<file path="src/rtl/rsc_regs.svh">
`ifndef RSC_REGS_SVH
`define RSC_REGS_SVH

// register address on the special-function-register bus
`define RSC_ADDR          8'hEF

// bit positions inside the cause/enable register
`define RSC_BIT_PIN       0
`define RSC_BIT_POR       1
`define RSC_BIT_MCD       2
`define RSC_BIT_WDT       3
`define RSC_BIT_SW        4
`define RSC_BIT_CMP       5
`define RSC_BIT_FERR      6
`define RSC_BIT_RTC       7

// values taken at power-on
`define RSC_FLAGS_POR     8'h02
`define RSC_EN_RTC_RST    1'b0
`define RSC_EN_CMP_RST    1'b0
`define RSC_EN_MCD_RST    1'b1
`define RSC_EN_SUP_RST    1'b1

// timing
`define RSC_CLK_NS        100
`define RSC_MCD_NS        100000
`define RSC_MCD_CYC       ((`RSC_MCD_NS + `RSC_CLK_NS - 1) / `RSC_CLK_NS)
`define RSC_WDT_DIV       12
`define RSC_HOLD_CYC      1

`endif

</file>
<file path="src/rtl/rsc_pkg.sv">
package rsc_pkg;

    // one bit per reset source, laid out as the cause register
    typedef struct packed {
        logic rtc;
        logic ferr;
        logic cmp;
        logic sw;
        logic wdt;
        logic mcd;
        logic por;
        logic pin;
    } rsc_cause_s;

    // flash access observed by the controller in one cycle
    typedef struct packed {
        logic        write_en;
        logic        xdata_wr;
        logic [15:0] xdata_addr;
        logic        code_rd;
        logic [15:0] code_addr;
        logic        fetch;
        logic [15:0] fetch_addr;
        logic        sec_block;
        logic        wr_erase;
    } rsc_flash_req_s;

    typedef enum logic {
        RSC_RUN,
        RSC_HOLD
    } rsc_state_e;

endpackage : rsc_pkg

</file>
<file path="src/rtl/rsc_wdt.sv">
`timescale 1ns/1ps
`default_nettype none
`include "rsc_regs.svh"

module rsc_wdt #(
    parameter logic [15:0] WDT_TICKS = 16'h0100
) (
    input  wire logic clk_sys,
    input  wire logic nrst,
    input  wire logic sys_rst_n,
    input  wire logic run,
    input  wire logic en_wr,
    input  wire logic en_val,
    input  wire logic kick,
    output var  logic expire
);
    logic [3:0]  div_q;
    logic [15:0] cnt_q;
    logic        en_q;
    logic        tick;

    assign tick = (div_q == 4'(`RSC_WDT_DIV - 1));

    // prescaler gives one enable pulse every twelve system clocks
    always_ff @(posedge clk_sys or negedge nrst) begin
        if (!nrst) div_q <= 4'h0;
        else if (!sys_rst_n || tick) div_q <= 4'h0;
        else div_q <= div_q + 4'h1;
    end

    // enable comes back set after any reset
    always_ff @(posedge clk_sys or negedge nrst) begin
        if (!nrst) en_q <= 1'b1;
        else if (!sys_rst_n) en_q <= 1'b1;
        else if (en_wr) en_q <= en_val;
    end

    // count frozen, not cleared, in low power so state resumes on exit
    always_ff @(posedge clk_sys or negedge nrst) begin
        if (!nrst) cnt_q <= 16'h0000;
        else if (!sys_rst_n || kick || !en_q) cnt_q <= 16'h0000;
        else if (run && tick) cnt_q <= (cnt_q == WDT_TICKS - 16'h0001) ? 16'h0000 : cnt_q + 16'h0001;
    end

    assign expire = en_q && run && tick && sys_rst_n && (cnt_q == WDT_TICKS - 16'h0001);

endmodule : rsc_wdt
`default_nettype wire

</file>
<file path="src/rtl/rsc_mcd.sv">
`timescale 1ns/1ps
`default_nettype none
`include "rsc_regs.svh"

module rsc_mcd (
    input  wire logic clk_sys,
    input  wire logic nrst,
    input  wire logic sys_rst_n,
    input  wire logic enable,
    input  wire logic probe,
    output var  logic timeout
);
    logic        probe_q;
    logic [11:0] cnt_q;
    logic        edge_seen;

    assign edge_seen = probe ^ probe_q;

    always_ff @(posedge clk_sys or negedge nrst) begin
        if (!nrst) probe_q <= 1'b0;
        else probe_q <= probe;
    end

    // any edge of the watched clock restarts the one-shot
    always_ff @(posedge clk_sys or negedge nrst) begin
        if (!nrst) cnt_q <= 12'h000;
        else if (!enable || !sys_rst_n || edge_seen) cnt_q <= 12'h000;
        else if (!timeout) cnt_q <= cnt_q + 12'h001;
    end

    assign timeout = enable && sys_rst_n && (cnt_q == 12'(`RSC_MCD_CYC));

endmodule : rsc_mcd
`default_nettype wire

</file>
<file path="src/rtl/rsc_ctrl.sv">
// Overview of operation
// RL1: after any reset the watchdog runs enabled, clocked at system clock over twelve.
// RL2: watchdog expiry resets the device and sets cause bit 3.
// RL3: watchdog reset is suppressed in suspend or sleep; enable state kept for exit.
// RL4: internal resets never drive or change the external reset pin.
// RL5: flash write enabled plus external-data write above lock byte gives flash reset.
// RL6: code-byte read above lock byte gives flash reset.
// RL7: branch or fetch above lock byte gives flash reset.
// RL8: flash access forbidden by security settings gives flash reset.
// RL9: flash write or erase with supply monitor off gives flash reset.
// RL10: after a flash reset, read-only bit 6 reads 1.
// RL11: clock loss or alarm match from the real-time clock raises a reset event.
// RL12: bit 7 enables the real-time clock reset, flags it, works in low power.
// RL13: writing 1 to bit 4 forces reset; bit 4 then reads 1.
// RL14: bit 5 enables comparator reset and reads 1 only after comparator reset.
// RL15: bit 2 enables the missing-clock detector and flags its timeout.
// RL16: bit 1 enables supply-monitor reset; reads 1 after power-on or supply reset.
// RL17: software treats other bits as indeterminate when bit 1 reads 1.
// RL18: read-only bit 0 reads 1 after an external pin reset.
// RL19: software waits for monitor to settle before setting bit 1.
// RL20: read-modify-write of single enables has no side effect on other bits; here reads return the flags, so a write-back alters enables.
// RL21: low reset pin resets the device, also in low power, and sets pin flag.
// RL22: enabled detector resets when system clock sticks for over 100 us.
// RL23: enabled comparator holds reset while positive input is below negative.
// RL24: all cause flags update together on each reset, only causing sources set.
// RL25: internal reset held at least one full clock, then released synchronously.
`timescale 1ns/1ps
`default_nettype none
`include "rsc_regs.svh"

module rsc_ctrl #(
    parameter logic [15:0] LOCK_ADDR = 16'h7FFF,
    parameter logic [15:0] WDT_TICKS = 16'h0100
) (
    input  wire logic                    clk_sys,
    input  wire logic                    nrst,
    input  wire logic [7:0]              sfr_addr,
    input  wire logic                    sfr_wr,
    input  wire logic                    sfr_rd,
    input  wire logic [7:0]              sfr_wdata,
    output var  logic [7:0]              sfr_rdata,
    input  wire logic                    pin_rst_n,
    input  wire logic                    low_power,
    input  wire logic                    cmp_below,
    input  wire logic                    vdd_low,
    input  wire logic                    supply_mon_on,
    input  wire logic                    rtc_osc_fail,
    input  wire logic                    rtc_alarm,
    input  wire logic                    mcd_probe,
    input  wire logic                    wdt_kick,
    input  wire logic                    wdt_en_wr,
    input  wire logic                    wdt_en_val,
    input  wire rsc_pkg::rsc_flash_req_s flash_req,
    output var  logic                    sys_rst_n
);
    localparam int HOLD_LAST = `RSC_HOLD_CYC - 1;

    rsc_pkg::rsc_state_e state_q;
    rsc_pkg::rsc_cause_s flags_q;
    rsc_pkg::rsc_cause_s cause_now;
    logic                sys_rst_n_q;
    logic [3:0]          hold_cnt_q;
    logic [7:0]          sfr_rdata_q;
    logic                rtc_en_q;
    logic                cmp_en_q;
    logic                mcd_en_q;
    logic                sup_en_q;
    logic                sel;
    logic                wr_cause;
    logic                wdt_exp;
    logic                mcd_to;
    logic                flash_err;
    logic                lvl_active;
    logic                running;

    assign running = (state_q == rsc_pkg::RSC_RUN);
    assign sel      = (sfr_addr == `RSC_ADDR);
    // writes during a held reset are dropped; the core is not executing then
    assign wr_cause = sel && sfr_wr && running;

    // enables are written bit by bit; flag-only bits ignore writes
    always_ff @(posedge clk_sys or negedge nrst) begin
        if (!nrst) begin
            rtc_en_q <= `RSC_EN_RTC_RST;
            cmp_en_q <= `RSC_EN_CMP_RST;
            mcd_en_q <= `RSC_EN_MCD_RST;
            sup_en_q <= `RSC_EN_SUP_RST;
        end else if (wr_cause) begin
            rtc_en_q <= sfr_wdata[`RSC_BIT_RTC]; // RL12
            cmp_en_q <= sfr_wdata[`RSC_BIT_CMP]; // RL14
            mcd_en_q <= sfr_wdata[`RSC_BIT_MCD]; // RL15
            sup_en_q <= sfr_wdata[`RSC_BIT_POR]; // RL16
        end
    end

    // watchdog frozen in low power; its own enable survives for exit
    rsc_wdt #(
        .WDT_TICKS (WDT_TICKS)
    ) u_wdt (
        .clk_sys   (clk_sys),
        .nrst      (nrst),
        .sys_rst_n (sys_rst_n_q),
        .run       (!low_power),   // RL3
        .en_wr     (wdt_en_wr),
        .en_val    (wdt_en_val),
        .kick      (wdt_kick),
        .expire    (wdt_exp)       // RL1
    );

    // detector gated off in low power, enable bit untouched
    rsc_mcd u_mcd (
        .clk_sys   (clk_sys),
        .nrst      (nrst),
        .sys_rst_n (sys_rst_n_q),
        .enable    (mcd_en_q && !low_power), // RL22
        .probe     (mcd_probe),
        .timeout   (mcd_to)
    );

    // illegal or forbidden flash accesses
    always_comb begin
        flash_err = 1'b0;
        if (flash_req.write_en && flash_req.xdata_wr && (flash_req.xdata_addr > LOCK_ADDR)) flash_err = 1'b1; // RL5
        if (flash_req.code_rd && (flash_req.code_addr > LOCK_ADDR)) flash_err = 1'b1; // RL6
        if (flash_req.fetch && (flash_req.fetch_addr > LOCK_ADDR)) flash_err = 1'b1; // RL7
        if (flash_req.sec_block) flash_err = 1'b1; // RL8
        if (flash_req.wr_erase && !supply_mon_on) flash_err = 1'b1; // RL9
    end

    // per-source reset requests this cycle; pin is only ever an input here
    always_comb begin
        cause_now      = '0;
        cause_now.pin  = !pin_rst_n;                                // RL21 RL4
        cause_now.por  = vdd_low && sup_en_q;                       // RL16
        cause_now.mcd  = mcd_to;                                    // RL15
        cause_now.wdt  = wdt_exp;                                   // RL2
        cause_now.sw   = wr_cause && sfr_wdata[`RSC_BIT_SW];        // RL13
        cause_now.cmp  = cmp_en_q && cmp_below;                     // RL23
        cause_now.ferr = flash_err && running;                      // RL10
        cause_now.rtc  = rtc_en_q && (rtc_osc_fail || rtc_alarm);   // RL11 RL12
    end

    // sources that keep the device in reset for as long as they stand
    assign lvl_active = cause_now.pin || cause_now.por || cause_now.cmp; // RL23

    // sequencer: enter hold on any cause, release on a clock edge
    always_ff @(posedge clk_sys or negedge nrst) begin
        if (!nrst) begin
            state_q     <= rsc_pkg::RSC_RUN;
            sys_rst_n_q <= 1'b1;
            hold_cnt_q  <= 4'h0;
        end else begin
            case (state_q)
                rsc_pkg::RSC_RUN: begin
                    if (cause_now != '0) begin
                        state_q     <= rsc_pkg::RSC_HOLD;
                        sys_rst_n_q <= 1'b0;
                        hold_cnt_q  <= 4'h0;
                    end
                end
                rsc_pkg::RSC_HOLD: begin
                    if (lvl_active) begin
                        hold_cnt_q <= 4'h0;
                    end else if (hold_cnt_q >= 4'(HOLD_LAST)) begin
                        state_q     <= rsc_pkg::RSC_RUN; // RL25
                        sys_rst_n_q <= 1'b1;
                    end else begin
                        hold_cnt_q <= hold_cnt_q + 4'h1;
                    end
                end
                default: begin
                    state_q     <= rsc_pkg::RSC_RUN;
                    sys_rst_n_q <= 1'b1;
                end
            endcase
        end
    end

    // flags replaced as a whole on entry; level sources still active add in
    always_ff @(posedge clk_sys or negedge nrst) begin
        if (!nrst) begin
            flags_q <= rsc_pkg::rsc_cause_s'(`RSC_FLAGS_POR); // RL16
        end else if (running && (cause_now != '0)) begin
            flags_q <= cause_now; // RL24
        end else if (!running) begin
            flags_q.pin <= flags_q.pin || cause_now.pin; // RL18
            flags_q.por <= flags_q.por || cause_now.por;
            flags_q.cmp <= flags_q.cmp || cause_now.cmp;
        end
    end

    // read data registered; unselected address returns zero
    always_ff @(posedge clk_sys or negedge nrst) begin
        if (!nrst) sfr_rdata_q <= 8'h00;
        else if (sel && sfr_rd) sfr_rdata_q <= flags_q; // RL20
        else sfr_rdata_q <= 8'h00;
    end

    assign sfr_rdata = sfr_rdata_q;
    assign sys_rst_n = sys_rst_n_q;
endmodule : rsc_ctrl
`default_nettype wire

</file>
<file path="config.mk">
export PLATFORM = sky130hd
export DESIGN_NAME = rsc_ctrl
export DESIGN_NICKNAME = d
export VERILOG_FILES = /design/src/rtl/rsc_pkg.sv /design/src/rtl/rsc_wdt.sv /design/src/rtl/rsc_mcd.sv /design/src/rtl/rsc_ctrl.sv
export VERILOG_INCLUDE_DIRS = /design/src /design/src/rtl
export SDC_FILE = /design/constraint.sdc
export NUM_CORES = 1
export LEC_CHECK = 0
export BUFFER_PORTS_ARGS = -buffer_cell sky130_fd_sc_hd__buf_2
export CAP_MARGIN = 20
export CORE_ASPECT_RATIO = 0.5
export CORE_MARGIN = 2
export CORE_UTILIZATION = 54
export CTS_CLUSTER_SIZE = 10
export DETAILED_ROUTE_END_ITERATION = 6
export PLACE_DENSITY = 0.86
export SYNTH_ARGS = -nofsm -noshare
export SYNTH_HDL_FRONTEND = slang
export SYNTH_SLANG_ARGS = --single-unit
</file>
<file path="constraint.sdc">
create_clock -name clk_sys -period 3.4 [get_ports clk_sys]
set_input_delay 0.51 -clock clk_sys [delete_from_list [all_inputs] [get_ports clk_sys]]
set_output_delay 0.51 -clock clk_sys [all_outputs]
set_load 0.02 [all_outputs]
</file>
Word-level counts from Yosys, hierarchy flattened

Index checks and enable logic that the tools add are counted.

Output and inout bits: 9
Word-level logic and storage cells: 115
Input port bits: 85
Bits in registers: 60

Reductions and logical operators: 44
Equality and inequality tests: 10
$lt $le $gt $ge: 4
$add $sub $neg: 4
Bitwise gates (word level): 2
Multiplexer cells: 30

Operators by type and width:

| operator                                                                           | number |
|---|---|
| 16-bit by 15-bit greater-than comparator with 1-bit output (second input constant) | 3 |
| 16-bit two-way mux                                                                 | 3 |
| 12-bit two-way mux                                                                 | 2 |
| 1-bit logical AND                                                                  | 22 |
| 16-bit by 1-bit adder with 16-bit output (second input constant)                   | 1 |
| 16-bit by 8-bit == test with 1-bit output (second input constant)                  | 1 |
| 4-bit two-way mux                                                                  | 4 |
| 1-bit two-way mux                                                                  | 15 |
| 12-bit by 1-bit adder with 12-bit output (second input constant)                   | 1 |
| 12-bit by 10-bit == test with 1-bit output (second input constant)                 | 1 |
| 1-bit logical OR                                                                   | 11 |
| 4-bit by 1-bit adder with 4-bit output (second input constant)                     | 2 |
| 8-bit == test (second input constant)                                              | 1 |
| 8-bit two-way mux                                                                  | 1 |
| 4-bit case mux with 2 select lines                                                 | 1 |
| 8-bit nonzero test                                                                 | 1 |
| 1-bit zero test                                                                    | 6 |
| 2-bit by 1-bit != test with 1-bit output (second input constant)                   | 3 |
| 4-bit == test (second input constant)                                              | 1 |
| 4-bit by 1-bit >= comparator with 1-bit output (second input constant)             | 1 |
| 2-bit two-way mux                                                                  | 2 |
| 2-bit != test (second input constant)                                              | 2 |
| 1-bit case mux with 2 select lines                                                 | 2 |
| 2-bit nonzero test                                                                 | 2 |
| other kinds (5)                                                                    | 5 |

Depth between registers and ports, before layout

Gate-level depths: netlist (run 1).

Depth in word-level cells: 11
Mapped depth: 7
Mapped depth without buffers: 6

Hierarchy

Synthesis (run 1) repeated with hierarchy kept, for this count alone.

Cells, all modules: 266
Area total of the unflattened synthesis: 2832.7 um2

Modules (own cells, without submodules):

| module   | area each (um2) | cells an instance | sequential area each (um2) | times used |
|---|---|---|---|---|
| rsc_wdt  | 1168.6          | 122               | 526.8                      | 1 |
| rsc_ctrl | 964.7           | 74                | 555.5                      | 1 |
| rsc_mcd  | 699.4           | 70                | 325.3                      | 1 |

Least setup slack after synthesis (run 1)

OpenSTA, ideal clock, no wires.

Path kind: register to register
Start: register u_wdt.cnt_q[8]
End: register u_wdt.cnt_q[1]
Cell stages (with the launch flop): 6
Required time: 3278 ps
Buffers on the path: 2
Setup time: 122 ps
Data arrival time: 1933 ps
Clock period less this slack: 2054 ps
Setup slack: 1346 ps
Cells stage by stage: dfrtp_1 or4_4 or4_4 buf_6 buf_8 a32o_1

Word-level cells in the longest chain between the ends: 4

RTL lines:

| element                                   | RTL line      | RTL |
|---|---|---|
| start, declared                           | rsc_wdt.sv:18 | `logic [15:0] cnt_q;` |
| start signal, assigned                    | rsc_wdt.sv:42 | `else if (run && tick) cnt_q <= (cnt_q == WDT_TICKS - 16'h0001) ? 16'h0000 : cnt_q + 16'h0001;` |
| 16-bit by 8-bit == test with 1-bit output | rsc_wdt.sv:42 |  |
| 16-bit two-way mux (2 in a row)           | rsc_wdt.sv:42 |  |
| 16-bit two-way mux                        | rsc_wdt.sv:41 | `else if (!sys_rst_n \|\| kick \|\| !en_q) cnt_q <= 16'h0000;` |

No other way between the ends. The select of a mux whose other input is x is not followed.
A chain may end at the register's enable or synchronous reset.

Worst setup path after layout (run 1)

Start: register u_wdt.cnt_q[8]
End: register flags_q[6] (netlist name)

Word-level cells in the longest chain between the ends: 4

RTL lines:

| element                                   | RTL line        | RTL |
|---|---|---|
| 16-bit by 8-bit == test with 1-bit output | rsc_wdt.sv:45   | `assign expire = en_q && run && tick && sys_rst_n && (cnt_q == WDT_TICKS - 16'h0001);` |
| 1-bit logical AND                         | rsc_wdt.sv:45   |  |
| 8-bit nonzero test                        | rsc_ctrl.sv:183 | `end else if (running && (cause_now != '0)) begin` |
| 1-bit logical AND                         | rsc_ctrl.sv:183 |  |
| end signal, assigned                      | rsc_ctrl.sv:182 | `` flags_q <= rsc_pkg::rsc_cause_s'(`RSC_FLAGS_POR); `` |
| end signal, assigned                      | rsc_ctrl.sv:184 | `flags_q <= cause_now;` |
| end, declared                             | rsc_ctrl.sv:59  | `rsc_pkg::rsc_cause_s flags_q;` |

No other way between the ends.

==> impl_results.rst, run 1 <==
.. list-table::
   :header-rows: 1

   * - Metric
     - Value
   * - CTS tree
     - done
   * - Worst slew slack as a fraction of its limit
     - 0.524
   * - Required arrival time at the worst endpoint
     - 3.57 ns
   * - Later-pin clock latency in the skew report
     - 0.32 ns
   * - Pwr/cell area
     - 419 nW/um^2
   * - HPWL after detailed placement
     - roughly 4.5 mm
   * - Dominant cell by count in the synthesized netlist
     - dfrtp_1
   * - Routed vias
     - 2,407
   * - Internal power
     - 956 uW
   * - Router iterations before antenna repair
     - 4
   * - Simple-gate area share of the yosys netlist
     - 0.267
   * - Arr. time, crit path
     - 2.43 ns
   * - Worst Hold Class
     - in -> async
   * - Number of DRC violations after detailed routing
     - 0
   * - Core region area
     - 5020 sq um
   * - Relative contribution of sequential cells to total power
     - 0.572
   * - Global route total overflow
     - 0
   * - Fin crit share
     - 0.665
   * - Crit path capture type
     - flip-flop
   * - Yosys top cell by area
     - dfrtp_1
   * - CP Launch Type
     - flip-flop
   * - Tmin final
     - approximately 2.3 ns
   * - Cell Count, Final, Fillers Out
     - between 400 and 500
   * - Max_cap viols
     - 0
   * - Reg2reg setup slack
     - roughly 1.1 ns
   * - Final Instance Area
     - 3210 sq um
   * - Effective utilization at floorplan
     - 0.570
   * - Predominant post-synthesis flop cell
     - dfrtp_1
   * - # setup viols final
     - 0
   * - Maximum frequency from static timing analysis
     - 442 MHz
   * - GRT Overall Usage
     - 0.226
   * - Largest net degree at the start of global routing
     - 33
   * - IO Count
     - 94
   * - Unrepaired setup endpoints after global routing
     - false
   * - Asr flop ratio synth
     - 1.00
   * - Main combinational cell family by area after synthesis
     - simple AND/OR/NAND/NOR gates
   * - CP max-delay cell
     - or4_4
   * - Area added between synthesis and finish
     - 12.3%
   * - Clock group share of total power
     - 0.278
   * - Library cell used as clock root buffer
     - clkbuf_8
   * - EDFF count, synth
     - 0
   * - Number of buffers inserted for hold repair after clock tree synthesis
     - 0
   * - Number of nets with antenna violations after routing
     - 0
   * - Worst IR Drop VDD
     - 0.000327 V
   * - Die extent in y
     - roughly 55 um
   * - Worst-path clk slew
     - approximately 0.11 ns
   * - Endpoint of the most critical register-to-register path
     - flags_q[6]$_DFFE_PN0P_
   * - Combinational cell fraction of total power
     - 0.151
   * - Depth of the worst register-to-register path
     - 4
   * - Count of antenna diodes in the layout
     - 0
   * - Total leakage power
     - 1.39 nW
   * - Via count of the first global-routing pass
     - 2,367
   * - Smallest setup slack after layout
     - 1.14 ns
   * - Fraction of the mapped netlist area in compound gates
     - 0.119
   * - Number of violations reported at the end of detailed-routing iteration 0
     - 121
   * - Synthesis-stage register bit count
     - 56
   * - Count of buffers inserted at the top-level ports
     - 45
   * - Reg-to-reg startpoint
     - u_wdt.cnt_q[8]$_DFFE_PN0P_
   * - Per-instance average area after synthesis
     - just under 10 sq um
   * - First-pass GRT wire length
     - 10.7 mm
   * - Hold Fails Final Rpt
     - 0
   * - Gpl congestion
     - 0.901
   * - Total clock sinks
     - 56
   * - Worst slack, placed
     - 1.18 ns
   * - Top cells by count, synth
     - dfrtp_1, nand3_1, nand2_1, nor2_1
   * - Maximum level of the CTS H-tree
     - 2
   * - Cell total after placement
     - 396
   * - Yosys cell types
     - a little over 50
   * - Switching power
     - around 390 uW
   * - Clock Tree Buf Depth
     - 2
   * - Part of the Yosys area used for sequential elements
     - 0.492
   * - Slowest cell delay on critical path
     - 0.59 ns
   * - Final Max Tran Viols
     - 0
   * - Synth Cell Area
     - 2860 sq um
   * - Total of warnings raised by yosys
     - 0
   * - Mapped Cells
     - about 290
   * - Final clock skew
     - 0.0133 ns
   * - Post-Synth Adder-Cell Area
     - 0.0175
   * - Worst Path Class, Setup
     - reg -> reg
   * - Post-layout total power
     - 1.35 mW
   * - Switching part of the total
     - 0.291
   * - Fillcell total
     - 412
   * - Fraction of synthesized cell area taken by the top area cell type
     - 0.446
   * - Number of clock buffers inserted by TritonCTS
     - 5
   * - Post-DP Area
     - 3130 sq um
   * - Ordered cell list for the critical path
     - or4_4 > or3_2 > o211ai_2 > o211ai_1
   * - Final net count
     - between 400 and 500
   * - Post-CTS repair timing setup buffer count
     - 0
   * - Status
     - completed
   * - Fraction of layout cells with a size suffix above 1
     - 0.219
   * - Routed wire length
     - 6.20 mm
   * - Resized cells post-CTS
     - 0
   * - Mux contribution to synthesized area
     - 0.0297
   * - Routed wire length per instance
     - 15.4 um
   * - Top post-synthesis cells by area
     - dfrtp_1, dfstp_2, nand3_1
   * - Die footprint
     - 5930 sq um
   * - Actual slew at the worst max-slew pin
     - between 0.7 and 0.8 ns
   * - Number of antenna violations at the first check in global routing
     - 0
   * - Xor-xnor portion of the synthesized cell area
     - 0.0367
   * - Std-Cell Rows
     - 18
   * - Largest fanout on the critical path
     - 9
   * - Syn Nets
     - 380
   * - Post-DR vias/cell
     - 5.96
   * - Die width
     - 107 um
   * - Sum Neg Setup Slack
     - 0 ns
[final cells by class]
| type | instances | area (sq um) | share of cell area |
|---|---|---|---|
| clock buffer | 5 | 68.8 | 0.0214 |
| clock inverter | 3 | 18.8 | 0.00584 |
| inverter | 12 | 45.0 | 0.0140 |
| multi-input combinational | 211 | 1350 | 0.419 |
| sequential | 56 | 1410 | 0.438 |
| tap | 70 | 87.6 | 0.0273 |
| timing repair buffer | 47 | 240 | 0.0748 |
[registers in the layout, indices dropped and copies added, names as in the netlist]
name / flops
flags_q: 8
u_wdt.div_q: 4
u_wdt.en_q: 1
sup_en_q: 1
cmp_en_q: 1
u_mcd.cnt_q: 12
rtc_en_q: 1
mcd_en_q: 1
u_mcd.probe_q: 1
state_q: 1
u_wdt.cnt_q: 16
sys_rst_n: 1
sfr_rdata: 8
[critical path, delay by kind of cell (launching register included)]
kind,cells,cell delay (ns)
flops,1,0.48
simple gates,2,1.11
compound gates,2,0.53
[power groups by stage]
stage	combinational, mW	sequential, mW	clock (mW)
2_1_floorplan	0.143	0.764	0
3_5_place_dp	0.202	0.782	0
5_1_grt	0.230	0.778	0.404
4_1_cts	0.204	0.769	0.379
6_report	0.203	0.771	0.374
3_3_place_gp	0.191	0.780	0
[layout by cell type (no fill, tap or decap), types with 7 or more instances in the layout]
cell type  Yosys  layout
nand3_1       25      25
o21ai_0       12      12
nor2_1        17      17
a31oi_1       12      12
dfrtp_1       51      51
inv_1         12      12
a21oi_1        7       7
nand2_1       23      23
nor3_1         8       8
buf_2          0      45
nand4_1       11      11
and2_1         9       9
xnor2_1        9       9
[metrics by stage]
stage,hold slack [ns],utilization
after floorplan,0.214,-
after global placement,0.441,0.622
after detailed placement,0.457,0.622
after CTS,0.243,0.640
after global routing,0.281,0.640
final,0.223,0.640
[cells by family (layout without fill, tap and decap cells)]
group,Yosys count,in the layout
compound gates,52,52
xor+xnor,12,12
fa+ha+maj,4,4
buf+inv,24,67
flops,56,56
mux,8,8
simple gates,135,135
[worst max path at each step]
stage / startpoint / endpoint / slack (ns) / depth (start not counted)
after global routing: u_wdt.cnt_q[12]$_DFFE_PN0P_ / flags_q[6]$_DFFE_PN0P_ / 1.03 / 4
after detailed placement: u_wdt.cnt_q[12]$_DFFE_PN0P_ / flags_q[6]$_DFFE_PN0P_ / 1.18 / 4
final: u_wdt.cnt_q[8]$_DFFE_PN0P_ / flags_q[6]$_DFFE_PN0P_ / 1.14 / 4
after floorplan: u_wdt.cnt_q[8]$_DFFE_PN0P_ / u_wdt.cnt_q[1]$_DFFE_PN0P_ / 1.35 / 5
after CTS: u_wdt.cnt_q[8]$_DFFE_PN0P_ / flags_q[6]$_DFFE_PN0P_ / 1.15 / 4
after global placement: u_wdt.cnt_q[8]$_DFFE_PN0P_ / flags_q[5]$_DFFE_PN0P_ / 1.24 / 4
[metal layers]
metal,vias to the layer above,wire length (um),track usage
met5,-,0,0
met4,0,116,0.0928
met3,10,278,0.0496
met2,63,3050,0.385
met1,1185,2760,0.281
li1,1149,-,-
(Power assumes the default switching activity.)
==> run 2, diff against run 1 <==
--- a/config.mk
+++ b/config.mk
@@ -6,14 +6,15 @@
 export SDC_FILE = /design/constraint.sdc
 export NUM_CORES = 1
 export LEC_CHECK = 0
+export ABC_AREA = 1
 export BUFFER_PORTS_ARGS = -buffer_cell sky130_fd_sc_hd__buf_2
 export CAP_MARGIN = 20
 export CORE_ASPECT_RATIO = 0.5
 export CORE_MARGIN = 2
-export CORE_UTILIZATION = 54
+export CORE_UTILIZATION = 50
 export CTS_CLUSTER_SIZE = 10
 export DETAILED_ROUTE_END_ITERATION = 6
-export PLACE_DENSITY = 0.86
+export PLACE_DENSITY = 0.81
 export SYNTH_ARGS = -nofsm -noshare
 export SYNTH_HDL_FRONTEND = slang
 export SYNTH_SLANG_ARGS = --single-unit
==> constraint.sdc (replaced) <==
create_clock -name clk_sys -period 2.35 [get_ports clk_sys]
set_input_delay 0.3525 -clock clk_sys [delete_from_list [all_inputs] [get_ports clk_sys]]
set_output_delay 0.3525 -clock clk_sys [all_outputs]
set_load 0.02 [all_outputs]
==> run 2 against run 1 <==
Cell count rose by 17%; via count fell by 3.2%; sequential share of layout area fell by 0.22 points; core utilization fell by 4.7 points; fmax rose by 15%; largest power group unchanged.
==> impl_results.rst, run 2 <==
.. list-table::
   :header-rows: 1

   * - Metric
     - Value
   * - Status
     - completed
   * - Tmin final
     - 1.97 ns (-0.287 ns)
   * - Post-CTS repair timing setup buffer count
     - 0 (unchanged)
   * - Fin crit share
     - 0.840 (+0.175)
   * - Maximum frequency from static timing analysis
     - 507 MHz (+15%)
   * - Library cell used as clock root buffer
     - clkbuf_8
   * - Number of nets with antenna violations after routing
     - 0 (unchanged)
   * - Worst IR Drop VDD
     - 0.000306 V (-6.3%)
   * - Resized cells post-CTS
     - 0 (unchanged)
   * - Clock Tree Buf Depth
     - 2 (unchanged)
   * - Die footprint
     - 6270 sq um (+5.7%)
   * - Fillcell total
     - 495 (+20%)
   * - Number of DRC violations after detailed routing
     - 0 (unchanged)
   * - Yosys cell types
     - 30 (-41%)
   * - Most frequent cells in the layout
     - nand2_1, nor2_1, dfrtp_1
   * - Sum Neg Setup Slack
     - 0 ns (unchanged)
   * - Largest net degree at the start of global routing
     - 57 (+73%)
   * - Number of flip-flops under the largest register name
     - 16 (unchanged)
   * - Relative contribution of sequential cells to total power
     - 0.523 (-0.049)
   * - Part of the Yosys area used for sequential elements
     - 0.501 (+0.00898)
   * - Number of violations reported at the end of detailed-routing iteration 0
     - 122 (+0.83%)
   * - Worst slew slack as a fraction of its limit
     - 0.543 (+0.0199)
   * - Actual slew at the worst max-slew pin
     - 0.685 ns (-0.0243 ns)
   * - Depth of the worst register-to-register path
     - 8 (+4)
   * - Later-pin clock latency in the skew report
     - 0.31 ns (about the same)
   * - IO Count
     - 94 (unchanged)
   * - Synthesis-stage register bit count
     - 56 (unchanged)
   * - Total clock sinks
     - 56 (unchanged)
   * - Post-DP Area
     - 3120 sq um (about the same)
   * - Final Instance Area
     - 3230 sq um (+0.51%)
   * - Worst-path clk slew
     - 0.10 ns (about the same)
   * - Number of antenna violations at the first check in global routing
     - 0 (unchanged)
   * - Fraction of layout cells with a size suffix above 1
     - 0.200 (-0.0191)
   * - Worst Hold Class
     - in -> async
   * - Combinational cell fraction of total power
     - 0.176 (+0.025)
   * - # setup viols final
     - 0 (unchanged)
   * - Final net count
     - 489 (+16%)
   * - Mapped Cells
     - 348 (+20%)
   * - Final Max Tran Viols
     - 0 (unchanged)
   * - HPWL after detailed placement
     - 4.05 mm (-9.1%)
   * - Fraction of synthesized cell area taken by the top area cell type
     - 0.454 (+0.00814)
   * - Post-layout util
     - 0.593 (-0.0466)
   * - CP Launch Type
     - flip-flop
   * - Registers with the most flip-flops
     - u_wdt.cnt_q: 16 flops, u_mcd.cnt_q: 12 flops
   * - Crit path capture type
     - flip-flop
   * - Leading cell type in the layout, fill and taps excluded
     - nand2_1
   * - Final clock skew
     - 0.00993 ns (-0.00337 ns)
   * - GRT Overall Usage
     - 0.206 (-0.0201)
   * - Post-layout total power
     - 2.08 mW (+55%)
   * - Syn Nets
     - 437 (+15%)
   * - Post-DR vias/cell
     - 4.91 (-18%)
   * - Gpl congestion
     - 0.905 (+0.38%)
   * - Unrepaired setup endpoints after global routing
     - false
   * - Asr flop ratio synth
     - 1.00 (unchanged)
   * - Area added between synthesis and finish
     - 14.9%
   * - Reg with most FFs
     - u_wdt.cnt_q
   * - Clock group share of total power
     - 0.301 (+0.023)
   * - Global route total overflow
     - 0 (unchanged)
   * - Via count of the first global-routing pass
     - 2,277 (-3.8%)
   * - Maximum level of the CTS H-tree
     - 2 (unchanged)
   * - Routed vias
     - 2,329 (-3.2%)
   * - Count of antenna diodes in the layout
     - 0 (unchanged)
   * - Effective utilization at floorplan
     - 0.516 (-0.0536)
   * - Required arrival time at the worst endpoint
     - 2.56 ns (-1.01 ns)
   * - First-pass GRT wire length
     - 9.87 mm (-7.4%)
   * - CTS tree
     - done
   * - Routed wire length per instance
     - 11.6 um (-25%)
   * - Total leakage power
     - 1.62 nW (+16%)
   * - Die extent in y
     - 57.0 um (+2.8%)
   * - Predominant post-synthesis flop cell
     - dfrtp_1
   * - Number of clock buffers inserted by TritonCTS
     - 5 (unchanged)
   * - Max_cap viols
     - 0 (unchanged)
   * - Multi-input logic area
     - 1220 sq um (-9.4%)
   * - Arr. time, crit path
     - 2.18 ns (-0.25 ns)
   * - Yosys top cell by area
     - dfrtp_1
   * - FF/Latch Area
     - 1410 sq um (unchanged)
   * - Total of warnings raised by yosys
     - 0 (unchanged)
   * - Hold Fails Final Rpt
     - 0 (unchanged)
   * - Largest fanout on the critical path
     - 12 (+3)
   * - Final hold slack
     - 0.159 ns (-0.0633 ns)
   * - Die width
     - 110 um (+2.9%)
   * - Internal power
     - 1.48 mW (+54%)
   * - EDFF count, synth
     - 0 (unchanged)
   * - Synth Cell Area
     - 2810 sq um (-1.8%)
   * - Worst Path Class, Setup
     - reg -> reg
   * - Per-instance average area after synthesis
     - 8.08 sq um (-18%)
   * - Switching part of the total
     - 0.291 (+0.000357)
   * - Core region area
     - 5440 sq um (+8.4%)
   * - Pwr/cell area
     - 645 nW/um^2 (+54%)
   * - Router iterations before antenna repair
     - 5 (+1)
   * - Count of buffers inserted at the top-level ports
     - 45 (unchanged)
   * - Std-Cell Rows
     - 19 (+1)
   * - Routed wire length
     - 5.48 mm (-12%)
   * - Dominant cell by count in the synthesized netlist
     - nand2_1
   * - Top post-synthesis cells by area
     - dfrtp_1, nand2_1, nor2_1
   * - Switching power
     - 607 uW (+55%)
   * - Top cells by count, synth
     - nand2_1, nor2_1, dfrtp_1, inv_1, nand3_1
   * - Number of buffers inserted for hold repair after clock tree synthesis
     - 0 (unchanged)
## run 2: cell types whose count changed after synthesis, moves of 9 or more
| cell | change |
|---|---|
| nor2_1 | +42 |
| nand2_1 | +60 |
| and2_1 | -9 |
| a21oi_1 | +9 |
| inv_1 | +30 |
| a31oi_1 | -11 |
| clkbuf_1 | -9 |
## run 2: worst max-delay path, cell delays in order (launching register included)
cell     delay, ns
dfrtp_1       0.38
ha_1          0.21
nand4_1       0.21
nand2_1       0.44
nand2_1       0.14
nor2_1        0.16
inv_1         0.08
o21ai_0       0.19
nor2_1        0.06
## run 2: worst paths after layout
path	from	endpoint	slack, ns
setup / recovery	u_wdt.div_q[0]$_DFF_PN0_	u_wdt.cnt_q[7]$_DFFE_PN0P_	0.38
hold / removal	nrst	u_mcd.cnt_q[4]$_DFFE_PN0P_	0.16
setup reg to reg	u_wdt.div_q[0]$_DFF_PN0_	u_wdt.cnt_q[7]$_DFFE_PN0P_	0.38
hold reg to reg	u_wdt.div_q[0]$_DFF_PN0_	u_wdt.div_q[0]$_DFF_PN0_	0.47
max in group asynchronous	nrst	flags_q[3]$_DFFE_PN0P_	1.74
min in group clk_sys	mcd_probe	u_mcd.probe_q$_DFF_PN0_	0.16
## run 2: kinds of logic (layout without fill, tap and decap cells)
group | after synthesis | after routing | synth area share
multiplexers | 3 | 3 | 0.0120
buffers and inverters | 47 | 100 | 0.0654
XOR/XNOR | 8 | 8 | 0.0249
flip-flops | 56 | 56 | 0.501
adder cells (fa/ha/maj) | 4 | 4 | 0.0178
AND/OR/NAND/NOR | 197 | 197 | 0.313
AO/OA/AOI/OAI | 33 | 33 | 0.0659
## run 2: power by group through the flow
stage / Combinational, mW / Clock [mW] / Sequential (mW)
after detailed placement: 0.369 / 0 / 1.11
after floorplan: 0.245 / 0 / 1.10
final: 0.367 / 0.626 / 1.09
after CTS: 0.372 / 0.642 / 1.09
after global routing: 0.429 / 0.683 / 1.10
after global placement: 0.352 / 0 / 1.10
## run 2: cell type report
| type | count | area share |
|---|---|---|
| Clock buffer | 7 | 0.0236 |
| Inverter | 46 | 0.0535 |
| Multi-Input combinational cell | 245 | 0.377 |
| Sequential cell | 56 | 0.436 |
| Timing Repair Buffer | 46 | 0.0721 |
| Tap cell | 73 | 0.0283 |
| Clock inverter | 1 | 0.00930 |
## run 2: per-layer routing
| layer | track usage | part of all wire | vias up |
|---|---|---|---|
| met5 | 0 | 0 | - |
| met4 | 0.0633 | 0.0093 | 0 |
| met3 | 0.0560 | 0.030 | 4 |
| met2 | 0.345 | 0.50 | 26 |
| met1 | 0.264 | 0.46 | 1090 |
| li1 | - | - | 1209 |
## run 2: metrics by stage
stage,instances,setup WS [ns]
2_1_floorplan,348,0.878
3_3_place_gp,466,0.523
3_5_place_dp,466,0.391
4_1_cts,474,0.398
5_1_grt,474,0.192
6_report,474,0.376
==> run 3, diff against run 2 <==
==> constraint.sdc (replaced) <==
create_clock -name clk_sys -period 2.05 [get_ports clk_sys]
set_input_delay 0.3075 -clock clk_sys [delete_from_list [all_inputs] [get_ports clk_sys]]
set_output_delay 0.3075 -clock clk_sys [all_outputs]
set_load 0.02 [all_outputs]
==> run 3 against run 2 <==
Non-clock buffer count is 3 higher; sequential share of layout area is 0.37 points lower; cell count is 0.63% higher; largest cell class unchanged; global-route usage is 0.83 points lower; sequential cell count stayed put; final area is 0.85% higher; critical path depth is 1 lower; via count is 1.3% higher.
==> impl_results.rst, run 3 (same netlist as run 2, synthesis figures left out) <==
.. list-table::
   :header-rows: 1

   * - Metric
     - Value
   * - Effective utilization at floorplan
     - 0.516 (unchanged)
   * - Critical hold path startpoint
     - mcd_probe
   * - CP max-delay cell
     - dfrtp_1
   * - Detail Route met2 WL
     - 2.71 mm (-1.4%)
   * - Worst Hold Class
     - in -> reg
   * - Worst IR Drop VDD
     - 0.000372 V (+21%)
   * - Number of antenna violations at the first check in global routing
     - 0 (unchanged)
   * - Worst Path Class, Setup
     - reg -> reg
   * - Router iterations before antenna repair
     - 4 (-1)
   * - Hold Fails Final Rpt
     - 0 (unchanged)
   * - Slowest cell delay on critical path
     - 0.41 ns (-0.03 ns)
   * - Post-DR vias/cell
     - 4.95 (+0.65%)
   * - CP Launch Point
     - u_wdt.div_q[0]$_DFF_PN0_
   * - Top layer used by detailed routing
     - met4
   * - Tmin final
     - 1.73 ns (-0.239 ns)
   * - Leading cell type in the layout, fill and taps excluded
     - nand2_1
   * - Final clock skew
     - 0.00839 ns (-0.00154 ns)
   * - First-pass GRT wire length
     - 9.65 mm (-2.2%)
   * - Cell Count, Final, Fillers Out
     - 477 (+0.63%)
   * - Number of nets with antenna violations after routing
     - 0 (unchanged)
   * - Total leakage power
     - 1.64 nW (+1.1%)
   * - Fin crit share
     - 0.846 (+0.00626)
   * - Status
     - completed
   * - Maximum level of the CTS H-tree
     - 2 (unchanged)
   * - Cell total after placement
     - 468 (+0.43%)
   * - Unrepaired setup endpoints after global routing
     - false
   * - IO Count
     - 94 (unchanged)
   * - Die width
     - 110 um (unchanged)
   * - Resized cells post-CTS
     - 0 (unchanged)
   * - Via count of the first global-routing pass
     - 2,292 (+0.66%)
   * - CTS tree
     - done
   * - Arr. time, crit path
     - 1.95 ns (-0.23 ns)
   * - Max_cap viols
     - 0 (unchanged)
   * - Fraction of layout cells with a size suffix above 1
     - 0.208 (+0.00842)
   * - Multi-input logic area
     - 1220 sq um (unchanged)
   * - Largest fanout on the critical path
     - 9 (-3)
   * - Number of violations reported at the end of detailed-routing iteration 0
     - 78 (-36%)
   * - Detailed-routed wire length on met3
     - 118 um (-28%)
   * - Worst-path clk slew
     - 0.11 ns (about the same)
   * - Ordered cell list for the critical path
     - ha_1 > nand4_1 > nand2_1 > inv_2 > nor2_1 > xnor2_1 > nor2_1
   * - Largest net degree at the start of global routing
     - 28 (-51%)
   * - Most frequent cells in the layout
     - nand2_1, nor2_1, dfrtp_1
   * - Fillcell total
     - 494 (-0.20%)
   * - Required arrival time at the worst endpoint
     - 2.26 ns (-0.30 ns)
   * - Registers with the most flip-flops
     - u_wdt.cnt_q: 16 flops, u_mcd.cnt_q: 12 flops
   * - Area added between synthesis and finish
     - 15.9%
   * - Final Max Tran Viols
     - 0 (unchanged)
   * - CP Launch Type
     - flip-flop
   * - Die extent in y
     - 57.0 um (unchanged)
   * - Std-Cell Rows
     - 19 (unchanged)
   * - Count of antenna diodes in the layout
     - 0 (unchanged)
   * - Later-pin clock latency in the skew report
     - 0.31 ns (about the same)
   * - Sum Neg Setup Slack
     - 0 ns (unchanged)
   * - Routed wire length per instance
     - 11.5 um (-0.67%)
   * - Detailed-routing wirelength on met1
     - 2.60 mm (+3.4%)
   * - Reg2reg setup slack
     - 0.32 ns (-0.06 ns)
   * - Reg-to-reg startpoint
     - u_wdt.div_q[0]$_DFF_PN0_
   * - Crit-path most repeated cell
     - nor2_1
   * - Number of DRC violations after detailed routing
     - 0 (unchanged)
   * - Gpl congestion
     - 0.900 (-0.54%)
   * - GRT Overall Usage
     - 0.198 (-0.00831)
   * - Final hold slack
     - 0.119 ns (-0.0402 ns)
   * - FF/Latch Area
     - 1410 sq um (unchanged)
   * - Crit path capture type
     - flip-flop
   * - Clock Tree Buf Depth
     - 2 (unchanged)
   * - Actual slew at the worst max-slew pin
     - 0.460 ns (-0.225 ns)
   * - Total clock sinks
     - 56 (unchanged)
   * - Number of clock buffers inserted by TritonCTS
     - 5 (unchanged)
   * - Global route total overflow
     - 0 (unchanged)
   * - Number of flip-flops under the largest register name
     - 16 (unchanged)
   * - Reg with most FFs
     - u_wdt.cnt_q
   * - Core region area
     - 5440 sq um (unchanged)
   * - Routed wire length
     - 5.48 mm (about the same)
   * - Routed vias
     - 2,359 (+1.3%)
   * - # setup viols final
     - 0 (unchanged)
   * - Die footprint
     - 6270 sq um (unchanged)
   * - Worst slew slack as a fraction of its limit
     - 0.694 (+0.150)
   * - HPWL after detailed placement
     - 4.25 mm (+5.1%)
   * - Library cell used as clock root buffer
     - clkbuf_8
   * - Final net count
     - 492 (+0.61%)
   * - Pwr/cell area
     - 710 nW/um^2 (+10%)
   * - Count of buffers inserted at the top-level ports
     - 45 (unchanged)
   * - Maximum frequency from static timing analysis
     - 576 MHz (+14%)
## run 3: repair_timing
item                      CTS  global route
hold buffers                1             0
setup buffers               0             0
hold endpoints to repair   15             0
## run 3: critical path: cells and delay by family (launching register included)
| family | cells | cell delay (ns) |
|---|---|---|
| and+or+nand+nor | 4 | 0.57 |
| adders and majority gates | 1 | 0.24 |
| DFF | 1 | 0.41 |
| buffers and inverters | 1 | 0.22 |
| xor gates and xnor gates | 1 | 0.19 |
## run 3: worst paths after layout
path / end / cells past startpoint
worst max-delay path: u_wdt.cnt_q[3]$_DFFE_PN0P_ / 7
worst min-delay path: u_mcd.probe_q$_DFF_PN0_ / 1
worst max register to register: u_wdt.cnt_q[3]$_DFFE_PN0P_ / 7
worst min register to register: u_wdt.div_q[0]$_DFF_PN0_ / 1
max in group asynchronous: mcd_en_q$_DFFE_PN1P_ / 3
min in group asynchronous: u_mcd.cnt_q[4]$_DFFE_PN0P_ / 2
## run 3: power by group
group          total, mW  internal [mW]  switching [mW]  leakage, nW
clock              0.649          0.277           0.372       0.0516
combinational      0.422          0.144           0.278        0.839
sequential          1.24           1.19          0.0516        0.745
## run 3: layout make-up
class | count | share of cell area
multi-input cells | 245 | 0.374
inverters | 46 | 0.0530
well taps | 73 | 0.0280
repair buffers | 49 | 0.0830
flip-flops and latches | 56 | 0.432
clock buffers | 6 | 0.0254
clock inverters | 2 | 0.00423
## run 3: routing by layer
layer  global-route usage  vias up
met5                    0        -
met4               0.0579        0
met3               0.0457        8
met2                0.341       24
met1                0.252     1117
li1                     -     1210
## run 3: metrics by stage
stage | setup WS [ns] | total power, mW | area (sq um) | util
final | 0.315 | 2.31 | 3260 | 0.598
after global routing | 0.111 | 2.44 | 3260 | 0.598
after CTS | 0.304 | 2.33 | 3260 | 0.598
after detailed placement | 0.321 | 1.69 | 3150 | 0.579
after global placement | 0.395 | 1.67 | 3150 | 0.579
after floorplan | 0.578 | 1.55 | 2810 | -
